## src/rtl/sar_adc_sequencer_regs.vh

```
// Register offsets, field positions, reset values and timing for the SAR sequencer
`ifndef SAR_ADC_SEQUENCER_REGS_VH
`define SAR_ADC_SEQUENCER_REGS_VH

`define OFS_CTRL 12'h000
`define OFS_CHEN 12'h004
`define OFS_CMP 12'h008
`define OFS_STAT 12'h00C
`define OFS_MASK 12'h010
`define OFS_RES0 12'h020

`define CTRL_EN 0
`define CTRL_START 1
`define CTRL_MODE_LO 2
`define CTRL_MODE_HI 3
`define CTRL_CH_LO 4
`define CTRL_CH_HI 6
`define CTRL_DIFF 7
`define CTRL_PWM_EN 8
`define CTRL_EXT_EN 9
`define CTRL_CMP_EN 10
`define CTRL_CMP_GE 11
`define CTRL_CH7_LO 12
`define CTRL_CH7_HI 13

`define MODE_SINGLE 2'h0
`define MODE_SCAN 2'h1
`define MODE_CONT 2'h3

`define ST_DONE 0
`define ST_CMP 1
`define ST_OVR 2

`define RES_VALID 16
`define RES_OVR 17

`define CTRL_RESET 32'h00000000
`define CHEN_RESET 8'h00
`define CMP_RESET 12'h000
`define MASK_RESET 3'h0

`define CONV_CYCLES 5'h10

`endif

```

## src/rtl/sar_adc_sequencer.v

```verilog
// SAR converter sequencer with AHB-Lite register slave and per-channel results
//
// Our own choices: register access over AHB-Lite and the register addresses.
`timescale 1ns/1ps
`include "sar_adc_sequencer_regs.vh"

module sar_adc_sequencer (
  input wire hclk,
  input wire hresetn,
  input wire hsel,
  input wire [11:0] haddr,
  input wire [1:0] htrans,
  input wire hwrite,
  input wire [2:0] hsize,
  input wire [31:0] hwdata,
  input wire hready,
  output reg [31:0] hrdata,
  output wire hreadyout,
  output wire hresp,
  input wire pwm_trigger,
  input wire external_start_pin,
  output reg conv_start,
  output reg [2:0] conv_channel,
  output reg conv_diff,
  output reg [1:0] ch7_source,
  input wire conv_done,
  input wire [11:0] conv_data,
  output wire adc_busy,
  output wire irq
);

  localparam S_IDLE = 2'h0;
  localparam S_CONV = 2'h1;
  localparam S_NEXT = 2'h2;

  reg [31:0] ctrl_reg;
  reg [7:0] chen_reg;
  reg [11:0] cmp_reg;
  reg [2:0] stat_reg;
  reg [2:0] mask_reg;
  // One word per channel; eight words are few enough for flops
  reg [11:0] result_reg [0:7];
  reg [7:0] valid_reg;
  reg [7:0] ovr_reg;
  reg [1:0] state_reg;
  reg [2:0] chan_reg;
  reg [31:0] rd_word;
  reg [2:0] pwm_sync_reg;
  reg [2:0] ext_sync_reg;
  reg wr_pend_reg;
  reg rd_pend_reg;
  reg [11:0] addr_reg;
  integer i;

  // Lowest enabled channel at or above the given index; found flag in bit 3
  function [3:0] next_chan;
    input [7:0] en;
    input [2:0] from;
    integer k;
    reg hit;
    begin
      hit = 1'b0;
      next_chan = 4'h0;
      for (k = 7; k >= 0; k = k - 1) begin
        if (en[k] && (k >= from)) begin
          next_chan = {1'b1, k[2:0]};
          hit = 1'b1;
        end
      end
    end
  endfunction

  // Result index for an address in the result window, bit 3 marks a hit
  function [3:0] res_index;
    input [11:0] a;
    begin
      if ({a[11:5], 5'h00} == `OFS_RES0)
        res_index = {1'b1, a[4:2]};
      else
        res_index = 4'h0;
    end
  endfunction

  wire [1:0] mode = ctrl_reg[`CTRL_MODE_HI:`CTRL_MODE_LO];
  wire [3:0] first_hit = next_chan(chen_reg, 3'h0);
  // Channel 7 ends a pass; wrapping is decided separately for continuous mode
  wire [3:0] after_hit = (chan_reg == 3'h7) ? 4'h0 : next_chan(chen_reg, chan_reg + 3'h1);
  wire [3:0] wr_res = res_index(addr_reg);
  wire [3:0] rd_res = res_index(haddr);

  // Pins pass two flops; the third stage only feeds edge detection
  wire pwm_edge = pwm_sync_reg[1] & ~pwm_sync_reg[2];
  wire ext_edge = ext_sync_reg[1] & ~ext_sync_reg[2];
  // An address phase is taken when the slave is selected, the bus is ready and htrans is NONSEQ or SEQ
  wire take = hsel & hready & htrans[1];
  wire sw_write = wr_pend_reg && (addr_reg == `OFS_CTRL) && hwdata[`CTRL_START];
  // Triggers only arm the start bit; the sequencer takes it when idle
  wire hw_trig = (ctrl_reg[`CTRL_PWM_EN] & pwm_edge) |
                 (ctrl_reg[`CTRL_EXT_EN] & ext_edge);
  wire rd_result = take & ~hwrite & rd_res[3];
  wire done_ok = (state_reg == S_CONV) && conv_done;
  wire cmp_match = ctrl_reg[`CTRL_CMP_GE] ? (conv_data >= cmp_reg) :
                   (conv_data < cmp_reg);
  wire start_now = ctrl_reg[`CTRL_EN] && (state_reg == S_IDLE) && ctrl_reg[`CTRL_START];
  // Continuous mode wraps to the lowest channel only while start stays set
  wire cont_again = (mode == `MODE_CONT) && ctrl_reg[`CTRL_START] && first_hit[3];
  wire stop_now = (mode == `MODE_SINGLE) || !ctrl_reg[`CTRL_EN];

  // A read landing with a new result on the same channel consumes the old one
  wire same_read = rd_result && (rd_res[2:0] == chan_reg);
  wire ovr_hit = done_ok && valid_reg[chan_reg] && !same_read;
  wire ovr_clr = wr_pend_reg && wr_res[3] && hwdata[`RES_OVR];
  wire wr_stat = wr_pend_reg && (addr_reg == `OFS_STAT);
  wire [2:0] stat_clr = wr_stat ? hwdata[2:0] : 3'h0;
  wire [2:0] stat_set;

  assign stat_set[`ST_DONE] = done_ok;
  assign stat_set[`ST_CMP] = done_ok & ctrl_reg[`CTRL_CMP_EN] & cmp_match;
  assign stat_set[`ST_OVR] = ovr_hit;

  // Every register answers at once, so the slave never inserts wait states
  assign hreadyout = 1'b1;
  assign hresp = 1'b0;
  assign adc_busy = (state_reg != S_IDLE);
  assign irq = |(stat_reg & mask_reg);

  always @(posedge hclk or negedge hresetn) begin
    if (!hresetn) begin
      pwm_sync_reg <= 3'h0;
      ext_sync_reg <= 3'h0;
    end else begin
      pwm_sync_reg <= {pwm_sync_reg[1:0], pwm_trigger};
      ext_sync_reg <= {ext_sync_reg[1:0], external_start_pin};
    end
  end

  // Bus address phase capture; narrower writes are dropped silently
  always @(posedge hclk or negedge hresetn) begin
    if (!hresetn) begin
      wr_pend_reg <= 1'b0;
      rd_pend_reg <= 1'b0;
      addr_reg <= 12'h000;
    end else begin
      wr_pend_reg <= take & hwrite & (hsize == 3'h2);
      rd_pend_reg <= take & ~hwrite;
      if (take)
        addr_reg <= haddr;
    end
  end

  // Read mux; the word is registered at the address phase and stands in the data phase
  always @* begin
    rd_word = 32'h00000000;
    if (rd_res[3]) begin
      rd_word = {14'h0000, ovr_reg[rd_res[2:0]], valid_reg[rd_res[2:0]],
                 4'h0, result_reg[rd_res[2:0]]};
    end else begin
      case (haddr)
        `OFS_CTRL: rd_word = ctrl_reg;
        `OFS_CHEN: rd_word = {24'h000000, chen_reg};
        `OFS_CMP: rd_word = {20'h00000, cmp_reg};
        `OFS_STAT: rd_word = {27'h0000000, adc_busy, chan_reg, 1'b0} |
                             {29'h00000000, stat_reg};
        `OFS_MASK: rd_word = {29'h00000000, mask_reg};
        default: rd_word = 32'h00000000;
      endcase
    end
  end

  always @(posedge hclk or negedge hresetn) begin
    if (!hresetn) begin
      hrdata <= 32'h00000000;
    end else if (take && !hwrite) begin
      hrdata <= rd_word;
    end
  end

  // Configuration registers; the start bit is also cleared by hardware
  always @(posedge hclk or negedge hresetn) begin
    if (!hresetn) begin
      ctrl_reg <= `CTRL_RESET;
      chen_reg <= `CHEN_RESET;
      cmp_reg <= `CMP_RESET;
      mask_reg <= `MASK_RESET;
    end else begin
      if (wr_pend_reg) begin
        case (addr_reg)
          `OFS_CTRL: ctrl_reg <= {18'h00000, hwdata[13:0]};
          `OFS_CHEN: chen_reg <= hwdata[7:0];
          `OFS_CMP: cmp_reg <= hwdata[11:0];
          `OFS_MASK: mask_reg <= hwdata[2:0];
          default: ;
        endcase
      end
      // Software writing start as one beats a same-cycle hardware clear
      if (!sw_write) begin
        if (hw_trig && ctrl_reg[`CTRL_EN])
          ctrl_reg[`CTRL_START] <= 1'b1;
        else if (start_now && mode != `MODE_CONT)
          ctrl_reg[`CTRL_START] <= 1'b0;
      end
    end
  end

  // Sequencer
  always @(posedge hclk or negedge hresetn) begin
    if (!hresetn) begin
      state_reg <= S_IDLE;
      chan_reg <= 3'h0;
      conv_start <= 1'b0;
      conv_channel <= 3'h0;
      conv_diff <= 1'b0;
      ch7_source <= 2'h0;
    end else begin
      // Start is a one-cycle pulse; the core latches channel and source with it
      conv_start <= 1'b0;
      case (state_reg)
        S_IDLE: begin
          // A scan with no channel enabled stays idle; the start is consumed except in continuous mode
          if (start_now) begin
            if (mode == `MODE_SINGLE) begin
              chan_reg <= ctrl_reg[`CTRL_CH_HI:`CTRL_CH_LO];
              state_reg <= S_NEXT;
            end else if (first_hit[3]) begin
              chan_reg <= first_hit[2:0];
              state_reg <= S_NEXT;
            end
          end
        end
        S_NEXT: begin
          conv_start <= 1'b1;
          if (ctrl_reg[`CTRL_DIFF])
            conv_channel <= {1'b0, chan_reg[1:0]};
          else
            conv_channel <= chan_reg;
          conv_diff <= ctrl_reg[`CTRL_DIFF];
          ch7_source <= ctrl_reg[`CTRL_CH7_HI:`CTRL_CH7_LO];
          state_reg <= S_CONV;
        end
        S_CONV: begin
          // Clearing start in continuous mode lets the pass in flight finish
          if (conv_done) begin
            if (stop_now)
              state_reg <= S_IDLE;
            else if (after_hit[3]) begin
              chan_reg <= after_hit[2:0];
              state_reg <= S_NEXT;
            end else if (cont_again) begin
              chan_reg <= first_hit[2:0];
              state_reg <= S_NEXT;
            end else
              state_reg <= S_IDLE;
          end
        end
        default: state_reg <= S_IDLE;
      endcase
    end
  end

  // Result store, valid and overrun; a new result beats a read in the same cycle
  always @(posedge hclk or negedge hresetn) begin
    if (!hresetn) begin
      valid_reg <= 8'h00;
      ovr_reg <= 8'h00;
      for (i = 0; i < 8; i = i + 1)
        result_reg[i] <= 12'h000;
    end else begin
      if (rd_result)
        valid_reg[rd_res[2:0]] <= 1'b0;
      if (done_ok) begin
        result_reg[chan_reg] <= conv_data;
        valid_reg[chan_reg] <= 1'b1;
        if (ovr_hit)
          ovr_reg[chan_reg] <= 1'b1;
      end
      // Overrun clear loses to a same-cycle overrun on that channel
      if (ovr_clr && !(ovr_hit && chan_reg == wr_res[2:0]))
        ovr_reg[wr_res[2:0]] <= 1'b0;
    end
  end

  // Sticky status: hardware set wins over write-one-to-clear
  always @(posedge hclk or negedge hresetn) begin
    if (!hresetn) begin
      stat_reg <= 3'h0;
    end else begin
      stat_reg <= (stat_reg & ~stat_clr) | stat_set;
    end
  end

endmodule

```

## config.mk

```make
export PLATFORM = sky130hd
export DESIGN_NAME = sar_adc_sequencer
export DESIGN_NICKNAME = d
export VERILOG_FILES = /design/src/rtl/sar_adc_sequencer.v
export VERILOG_INCLUDE_DIRS = /design/src /design/src/rtl
export SDC_FILE = /design/constraint.sdc
export NUM_CORES = 1
export LEC_CHECK = 0
export BUFFER_PORTS_ARGS = -buffer_cell sky130_fd_sc_hd__buf_4
export CAP_MARGIN = 20
export CORE_MARGIN = 3
export CORE_UTILIZATION = 53
export CTS_BUF_LIST = sky130_fd_sc_hd__clkbuf_16
export DETAILED_ROUTE_END_ITERATION = 6
export PLACE_DENSITY = 0.79
export SYNTH_ARGS = -nofsm -noshare
export SYNTH_HDL_FRONTEND = slang
export SYNTH_SLANG_ARGS = --single-unit
```

## constraint.sdc

```tcl
create_clock -name hclk -period 2.78 [get_ports hclk]
set_input_delay 0.139 -clock hclk [delete_from_list [all_inputs] [get_ports hclk]]
set_output_delay 0.139 -clock hclk [all_outputs]
set_load 0.05 [all_outputs]
```

[Yosys cells after proc, flatten, opt, wreduce, memory -nomap -nowiden]
Cells that the tools add are included.
Word-level totals
  flip-flop bits (word level): 215
  bits in latches: 0
  memory bits (writable): 0
  ROM bits: 0
  output and inout bits: 43
  logic and storage cells: 213
  memories: 0
Cells by class
  $add $sub $neg: 1
  multipliers: 0
  div/mod/pow operators: 0
  magnitude comparators: 18
  equality and inequality tests: 23
  shifts and indexed selects: 0
  muxes and demuxes: 68
  bitwise logic cells: 29
  reduce and logical (&&, ||, !) cells: 47
Operators by type and width (count)
  $bwmux W96: 1
  $mux W4: 18
  $pmux W14 S5: 1
  $eq A12 B4 Y1 const B: 4
  $mux W8: 5
  $bmux W12 S3: 1
  $demux W12 S3: 1
  $mux W12: 3
  $logic_and A1 B1 Y1: 29
  $mux W3: 9
  $eq A12 B3 Y1 const B: 2
  $eq A12 B5 Y1 const B: 2
  $logic_not A12 Y1: 2
  $mux W18: 1
  $mux W2: 9
  $and A8 B8 Y8: 2
  $not A8 Y8: 2
  $or A8 B8 Y8: 2
  $eq A7 B1 Y1 const B: 2
  $and A1 B1 Y1: 12
  $ge A12 B12 Y1: 1
  $lt A12 B12 Y1: 1
  $lt A3 B4 Y1 const B: 3
  $mux W1: 11
  other kinds (34): 62

[Logic depth before layout (Yosys ltp)]
Gate-level depths: netlist of run 1.
  depth in word-level cells: 15
  depth in mapped cells: 10
  gate-level depth less buffers: 8

[Worst setup path after synthesis of run 1]
OpenSTA, ideal clock, no wires.
  path type: register -> register
  from: register chan_reg[1]
  to: register chan_reg[1]
  setup time: 0.125 ns
  arrival: 2.508 ns
  required time: 2.655 ns
  setup slack: 0.147 ns
  stages on the path, launching flop included: 10
  path buffers: 2
  period minus slack after synthesis: 2.633 ns
  cell sequence: dfrtp_1 > buf_2 > inv_1 > ha_1 > buf_2 > or4b_1 > a211oi_2 > a21oi_1 > o311a_1 > mux2_2
Between the ends
  longest elaborated chain between the ends: 15
  elaborated cells on any way between the ends: 30
  those cells by class: add/sub: 1; order compare: 7; eq/ne: 2; mux: 12; reduce/logical: 8
Ends and longest elaborated chain
  start, declared: RTL line sar_adc_sequencer.v:46  | reg [2:0] chan_reg;
  start signal, assigned: RTL line sar_adc_sequencer.v:222  | chan_reg <= ctrl_reg[`CTRL_CH_HI:`CTRL_CH_LO];
  start signal, assigned: RTL line sar_adc_sequencer.v:225  | chan_reg <= first_hit[2:0];
  start signal, assigned: RTL line sar_adc_sequencer.v:246  | chan_reg <= after_hit[2:0];
  $add A3 B1 Y3: RTL line sar_adc_sequencer.v:87  | wire [3:0] after_hit = (chan_reg == 3'h7) ? 4'h0 : next_chan(chen_reg, chan_reg + 3'h1);
  $ge A3 B3 Y1: RTL line sar_adc_sequencer.v:65  | if (en[k] && (k >= from)) begin
  $logic_and A1 B1 Y1: RTL line sar_adc_sequencer.v:65
  $mux W4 (7 in series): RTL line sar_adc_sequencer.v:65
  $mux W4 *: RTL line sar_adc_sequencer.v:87
  $mux W3: RTL line sar_adc_sequencer.v:245  | else if (after_hit[3]) begin
  $mux W3: RTL line sar_adc_sequencer.v:243  | if (stop_now)
  $mux W3: RTL line sar_adc_sequencer.v:242  | if (conv_done) begin
  $pmux W3 S2: RTL line sar_adc_sequencer.v:217  | case (state_reg)
Mark *: on every way between the ends. The rest lies on a longest branch, timed or not. The select of a mux whose other input is x is not followed.
A chain may end at the register's enable or synchronous reset.

[Final worst setup path of run 1]
  from: register chan_reg[0]
  to: register chan_reg[0]
The elaborated chain is that of the path after synthesis.

==> results.txt, run 1 <==
DIE AREA = 20400 um^2
Reg2Reg Depth = 9
Top FF cell, synth = dfrtp_1
GR Util All Layers = 0.2605
design area = 11770 um^2
family with the most delay on the worst path = compound AO/OA/AOI/OAI gates
Max-Cap Viols = 0
peak supply drop = 488.9 uV
Register Area = 4980 um^2
clock-pin slew on the worst setup and hold paths = 0.07 ns
final hold slack = 0.008696 ns
Placer Congestion = 0.8975
row cnt = 49
total CTS buffers = 17
# fillers = 1373
Crit Path Class = reg -> reg
Min-Delay Path Depth = 3
Wirelength per Cell = 21.22 um
Compound-Gate Fraction of Synth Area = 0.1139
drt drc = 0
Leak = 5.646 nW
antenna diode count = 0
Final Hold Viols = 0
Die Height = 142.8 um
Cell Area, Synth = 9921 um^2
Longest Clk Path Bufs = 2
Routed Antenna Nets = 0
root cell of the clock tree = clkbuf_16
layout cells sized above 1 = 0.3092
WP depth = 9
Core ar. = 18150 um^2
starting density of the core = 0.5467
Crit path top cell by count = ha_1
initial antenna violation count = 0
relative max-transition margin = 0.4538
CTS Sinks = 199
final setup fails = 0
min cycle time layout = 2.632 ns
#FFs+latches synth = 199
number of vias per cell = 6.223
final WL = 25990 um
Worst path max stage delay = 0.44 ns
adder-cell share of the synthesized area = 0.02018
Fmax = 0.3800 GHz
DRT iter0 DRCs = 676
CTS tree = yes
largest area contributor in the netlist = dfrtp_1
class of the worst hold path = in -> reg
area grow syn2layout = 18.65%
Flop pwr share = 0.498
required time of the worst setup path = 3.10 ns
Synth area leaders = dfrtp_1, mux2_2, nand2_1, mux2i_1, mux4_2
Clock power frac = 0.403
nets = 1068
Multi-input gate area = 4567 um^2
cell internal pwr = 4.497 mW
Synth Instances = 861
crit path capture type = flip-flop
Tightest Pin Transition = 0.8173 ns
status = finished, final reports clean
hpwl dp = 17680 um
number of global-route vias before repair = 7708
top cell type's share of synthesized area = 0.5020
mux cell area share after synthesis = 0.2034
setup repair bufs after CTS = 0
crit start category = flip-flop
Worst Clk Skew = 0.01069 ns
Ports = 112
Worst path slowest cell = a311oi_1
switching portion of total power = 0.2682
Slew Limit Fails = 0
Post-Synth XOR/XNOR Area = 0.003531
most common cell after layout, fill and taps aside = dfrtp_1
critical path cell sequence = ha_1, ha_1, buf_4, nor3b_1, a311oi_1, a211oi_2, a21oi_1, o21ai_2, mux2_2
crit path buf inv count = 1
max FFs per register = 96
Avg Cell Area, Syn = 11.52 um^2
Comb pwr share = 0.100
H-tree depth = 4
Skew-Pair Late Insertion Delay = 0.44 ns
Fin Setup TNS = 0 ns
largest family of logic cells by synthesized area = multiplexers
via count = 7623
Synth Area in Simple Gates = 0.1111
Ys Warns = 0
asr flop ratio synth = 1.000
post-CTS sizing = 0
Cell Pwr Density = 522.0 nW/um^2
Post-synth EDFFs = 0
largest net degree at the start of global routing = 80
Period Utilization, post-route = 0.9467
first-pass GRT wire length = 41080 um
commonest cells after routing, fill and taps aside = dfrtp_1, mux2_2, buf_4, nand2_1, o21ai_0
RSZ-0062 raised after global routing = false
sequential share of the synthesized area = 0.5020
Net Switching = 1.648 mW
die width = 142.8 um
CP max FO = 10
CP arrival = 2.96 ns
Unique masters post-synth = 73
GR Overflow Total = 0
drt pass-1 iters = 7
Hold-fix buffers, CTS = 36
Area after DPL = 10820 um^2
IO Port Bufs = 75
## worst paths after layout
path	to	from	slack (ns)
setup / recovery	chan_reg[0]	chan_reg[0]	0.15
hold / removal	result_reg[82]	conv_data[10]	0.009
setup reg to reg	chan_reg[0]	chan_reg[0]	0.15
hold reg to reg	pwm_sync_reg[1]	pwm_sync_reg[0]	0.35
max in group asynchronous	result_reg[30]	hresetn	1.70
min in group asynchronous	result_reg[38]	hresetn	0.30
## final cells by class
type | count | area share
flip-flops and latches | 199 | 0.4230
inverters | 23 | 0.007334
repair buffers | 152 | 0.1072
well taps | 229 | 0.02434
clock buffers | 17 | 0.03614
clock inverters | 15 | 0.01392
multi-input cells | 590 | 0.3880
## Yosys cell counts, types with 5 or more instances
cell type / count
nand3_1: 15
dfrtp_1: 199
a21o_1: 7
a21oi_1: 27
buf_2: 19
nor3_1: 12
nand2b_1: 11
inv_1: 23
nand2_1: 87
mux2_2: 135
a222oi_1: 10
nor2b_1: 9
a22oi_1: 12
nand4_1: 7
o21ai_0: 45
ha_1: 16
mux4_2: 11
mux2i_1: 25
buf_4: 21
clkbuf_1: 20
a31oi_1: 9
o22ai_1: 5
nor2_1: 38
## cells by family (layout without fill, tap and decap cells)
logic type                 after synthesis  count (layout)
adders and majority gates               16              16
and+or+nand+nor                        217             217
xor gates and xnor gates                 4               4
AOI/OAI and AO/OA                      164             164
muxes                                  171             171
other                                    2              18
buffers and inverters                   88             207
DFF                                    199             199
## stage by stage
stage,setup WS (ns),std cells,util,total power [mW]
floorplan,0.1471,877,-,3.421
global placement,0.2990,1157,0.5963,3.660
detailed placement,0.2527,1157,0.5963,3.678
CTS,0.2092,1225,0.6486,6.152
global route,0.01213,1225,0.6486,6.339
finish,0.1482,1225,0.6486,6.144
## worst min-delay path, delay by kind of cell
family                 cells  cell delay (ns)
buffers and inverters      1             0.15
AND/OR/NAND/NOR            2             0.11
## power groups by stage
| stage | registers (mW) | logic (mW) | clock network (mW) |
|---|---|---|---|
| 2_1_floorplan | 3.11 | 0.306 | 0 |
| 3_3_place_gp | 3.11 | 0.554 | 0 |
| 3_5_place_dp | 3.11 | 0.569 | 0 |
| 4_1_cts | 3.05 | 0.610 | 2.49 |
| 5_1_grt | 3.07 | 0.664 | 2.61 |
| 6_report | 3.06 | 0.614 | 2.47 |
## routing by layer
metal  global-route usage  vias up  wire (um)
li1                     -     3365          -
met1               0.3451     3857      10710
met2               0.4228      346      12640
met3              0.05961       55       1866
met4              0.09555        0        770
met5                    0        -          0
Power figures use the tool's default switching activity.
==> inputs of run 2 (changes only) <==
--- a/config.mk
+++ b/config.mk
@@ -6,6 +6,7 @@
 export SDC_FILE = /design/constraint.sdc
 export NUM_CORES = 1
 export LEC_CHECK = 0
+export ABC_AREA = 1
 export BUFFER_PORTS_ARGS = -buffer_cell sky130_fd_sc_hd__buf_4
 export CAP_MARGIN = 20
 export CORE_MARGIN = 3
==> run 2 against run 1 <==
  * Die area increased by 2.5%
  * Critical path depth increased by 3
  * Clock-buffer cell count unchanged
  * Routed wire length increased by 3.7%
  * Clock power increased by 3%
  * Final cell count increased by 31%
  * Synthesized cell count increased by 46%
  * Clock skew increased by 0.0035 ns
  * Critical endpoint unchanged
==> results.txt, run 2 <==
largest net degree at the start of global routing = 73 (-8.8%)
Fin Setup TNS = 0 ns (unchanged)
Synth area leaders = dfrtp_1, nand2_1, o21ai_0, inv_1, nand3_1
Top FF cell, synth = dfrtp_1
Crit Path Class = reg -> reg
CP arrival = 2.70 ns (-0.26 ns)
Die Height = 144.6 um (+1.2%)
Area after DPL = 10900 um^2 (+0.75%)
#FFs+latches synth = 199 (unchanged)
starting density of the core = 0.5421 (-0.004543)
Leak = 6.174 nW (+9.3%)
Compound-Gate Fraction of Synth Area = 0.1585 (+0.04462)
Max-Cap Viols = 0 (unchanged)
min cycle time layout = 2.369 ns (-0.2625 ns)
Unique masters post-synth = 46 (-37%)
Register Area = 4980 um^2 (unchanged)
required time of the worst setup path = 3.11 ns (about the same)
Slew Limit Fails = 0 (unchanged)
row cnt = 50 (+2.0%)
crit path capture type = flip-flop
routed wl met3 = 2037 um (+9.2%)
first-pass GRT wire length = 42680 um (+3.9%)
Reg2Reg Depth = 12 (+3)
Synth Instances = 1261 (+46%)
antenna diode count = 0 (unchanged)
commonest cells after routing, fill and taps aside = nand2_1, dfrtp_1, o21ai_0, inv_1, buf_4
design area = 11800 um^2 (+0.28%)
number of global-route vias before repair = 8445 (+9.6%)
mux cell area share after synthesis = 0.009100 (-0.1943)
clock-pin slew on the worst setup and hold paths = 0.08 ns (about the same)
asr flop ratio synth = 1.000 (unchanged)
status = finished, final reports clean
Skew-Pair Late Insertion Delay = 0.45 ns (about the same)
met2 wire length = 12650 um (about the same)
largest area contributor in the netlist = dfrtp_1
Multi-input gate area = 4229 um^2 (-7.4%)
Period Utilization, post-route = 0.8523 (-0.09441)
GR Util All Layers = 0.2606 (about the same)
met1 wire length = 11700 um (+9.2%)
final setup fails = 0 (unchanged)
Fmax = 0.4221 GHz (+11%)
commonest cells in the netlist = nand2_1, dfrtp_1, o21ai_0, inv_1, nor2_1
die width = 144.6 um (+1.2%)
IO Port Bufs = 75 (unchanged)
max FFs per register = 96 (unchanged)
relative max-transition margin = 0.6198 (+0.1660)
crit start category = flip-flop
CTS tree = yes
CP max FO = 10 (unchanged)
Max Used Layer = met4
CTS Sinks = 199 (unchanged)
# fillers = 1587 (+16%)
peak supply drop = 579.5 uV (+19%)
GR Overflow Total = 0 (unchanged)
Ports = 112 (unchanged)
RSZ-0062 raised after global routing = false
Cell Area, Synth = 10170 um^2 (+2.6%)
most common cell after layout, fill and taps aside = nand2_1
post-CTS sizing = 0 (unchanged)
layout cells sized above 1 = 0.1257 (-0.1835)
drt pass-1 iters = 5 (-2)
class of the worst hold path = in -> reg
initial antenna violation count = 0 (unchanged)
Post-Synth XOR/XNOR Area = 0.003443 (-0.00008815)
largest family of logic cells by synthesized area = simple AND/OR/NAND/NOR gates
Longest Clk Path Bufs = 2 (unchanged)
setup repair bufs after CTS = 0 (unchanged)
sequential share of the synthesized area = 0.4894 (-0.01253)
adder-cell share of the synthesized area = 0.01968 (-0.0005037)
Post-synth EDFFs = 0 (unchanged)
final WL = 26960 um (+3.7%)
area grow syn2layout = 16.01%
H-tree depth = 4 (unchanged)
Avg Cell Area, Syn = 8.069 um^2 (-30%)
DRT iter0 DRCs = 1011 (+50%)
Synth Area in Simple Gates = 0.2174 (+0.1063)
Min-Delay Path Depth = 3 (unchanged)
root cell of the clock tree = clkbuf_16
number of vias per cell = 5.599 (-10%)
total CTS buffers = 17 (unchanged)
Ys Warns = 0 (unchanged)
Final Hold Viols = 0 (unchanged)
Wirelength per Cell = 16.83 um (-21%)
top cell type's share of synthesized area = 0.4894 (-0.01253)
Core ar. = 18770 um^2 (+3.4%)
hpwl dp = 18360 um (+3.9%)
nets = 1440 (+35%)
Tightest Pin Transition = 0.5687 ns (-0.2487 ns)
count leader, synth = nand2_1
Cell Pwr Density = 758.4 nW/um^2 (+45%)
via count = 8969 (+18%)
DIE AREA = 20900 um^2 (+2.5%)
Hold-fix buffers, CTS = 28 (-22%)
drt drc = 0 (unchanged)
Placer Congestion = 0.9310 (+3.7%)
Routed Antenna Nets = 0 (unchanged)
Worst Clk Skew = 0.01415 ns (+0.003462 ns)
==> run 2: changes by cell type after synthesis, moves of 39 or more <==
cell	change
nand2_1	+233
mux2_2	-133
inv_1	+131
o21ai_0	+114
o21ai_1	+48
nand3_1	+39
==> run 2: through the flow <==
stage	total power, mW	cells	util	setup slack, ns	hold WS, ns
6_report	8.952	1602	0.6289	0.4106	0.004880
5_1_grt	9.527	1602	0.6289	0.1379	0.02563
4_1_cts	8.964	1602	0.6289	0.4675	0.004094
3_5_place_dp	6.390	1542	0.5809	0.4783	0.1499
3_3_place_gp	6.275	1542	0.5809	0.4994	0.1520
2_1_floorplan	5.702	1277	-	0.7380	-0.1566
==> run 2: area by class of cell <==
class                   count  share of cell area
flip-flops and latches    199              0.4219
multi-input cells         843              0.3583
repair buffers            127             0.08936
inverters                 167             0.05311
clock buffers              17             0.03604
well taps                 234             0.02480
clock inverters            15             0.01654
==> run 2: layer usage <==
metal  up-vias  global-route usage
li1       4256                   -
met2       382              0.4153
met1      4282              0.3647
met3        49             0.05324
met5         -                   0
met4         0             0.07413
==> run 2: worst max-delay path, stage by stage, from the launching register on <==
cell and delay, ns:
dfrtp_1 0.57, ha_1 0.42, inv_1 0.09, o21ai_0 0.29, nand2_1 0.09, nor2_1 0.18
nand2_1 0.07, nand2_1 0.15, nand3_1 0.09, nand2_1 0.11, inv_2 0.08, nor2_1 0.09
a21oi_1 0.04
==> run 2: kinds of logic (layout without fill, tap and decap cells) <==
family / count (synthesis) / after routing
XOR/XNOR: 4 / 4
adder cells (fa/ha/maj): 16 / 16
flip-flops: 199 / 199
multiplexers: 9 / 9
AO/OA/AOI/OAI: 292 / 292
buffers and inverters: 235 / 326
other: 2 / 18
AND/OR/NAND/NOR: 504 / 504
==> run 2: path summary, 6_finish.rpt <==
kind | from | end | slack [ns]
max | chan_reg[2] | chan_reg[0] | 0.41
min | hwdata[4] | cmp_reg[4] | 0.005
max reg2reg | chan_reg[2] | chan_reg[0] | 0.41
min reg2reg | pwm_sync_reg[0] | pwm_sync_reg[1] | 0.35
max in group asynchronous | hresetn | hrdata[0] | 1.66
min in group asynchronous | hresetn | result_reg[14] | 0.23
==> run 2: power by group <==
group | internal (mW) | switching, mW
Clock | 1.31 | 1.25
Sequential | 3.60 | 0.417
Combinational | 0.834 | 1.55
Total | 5.74 | 3.21
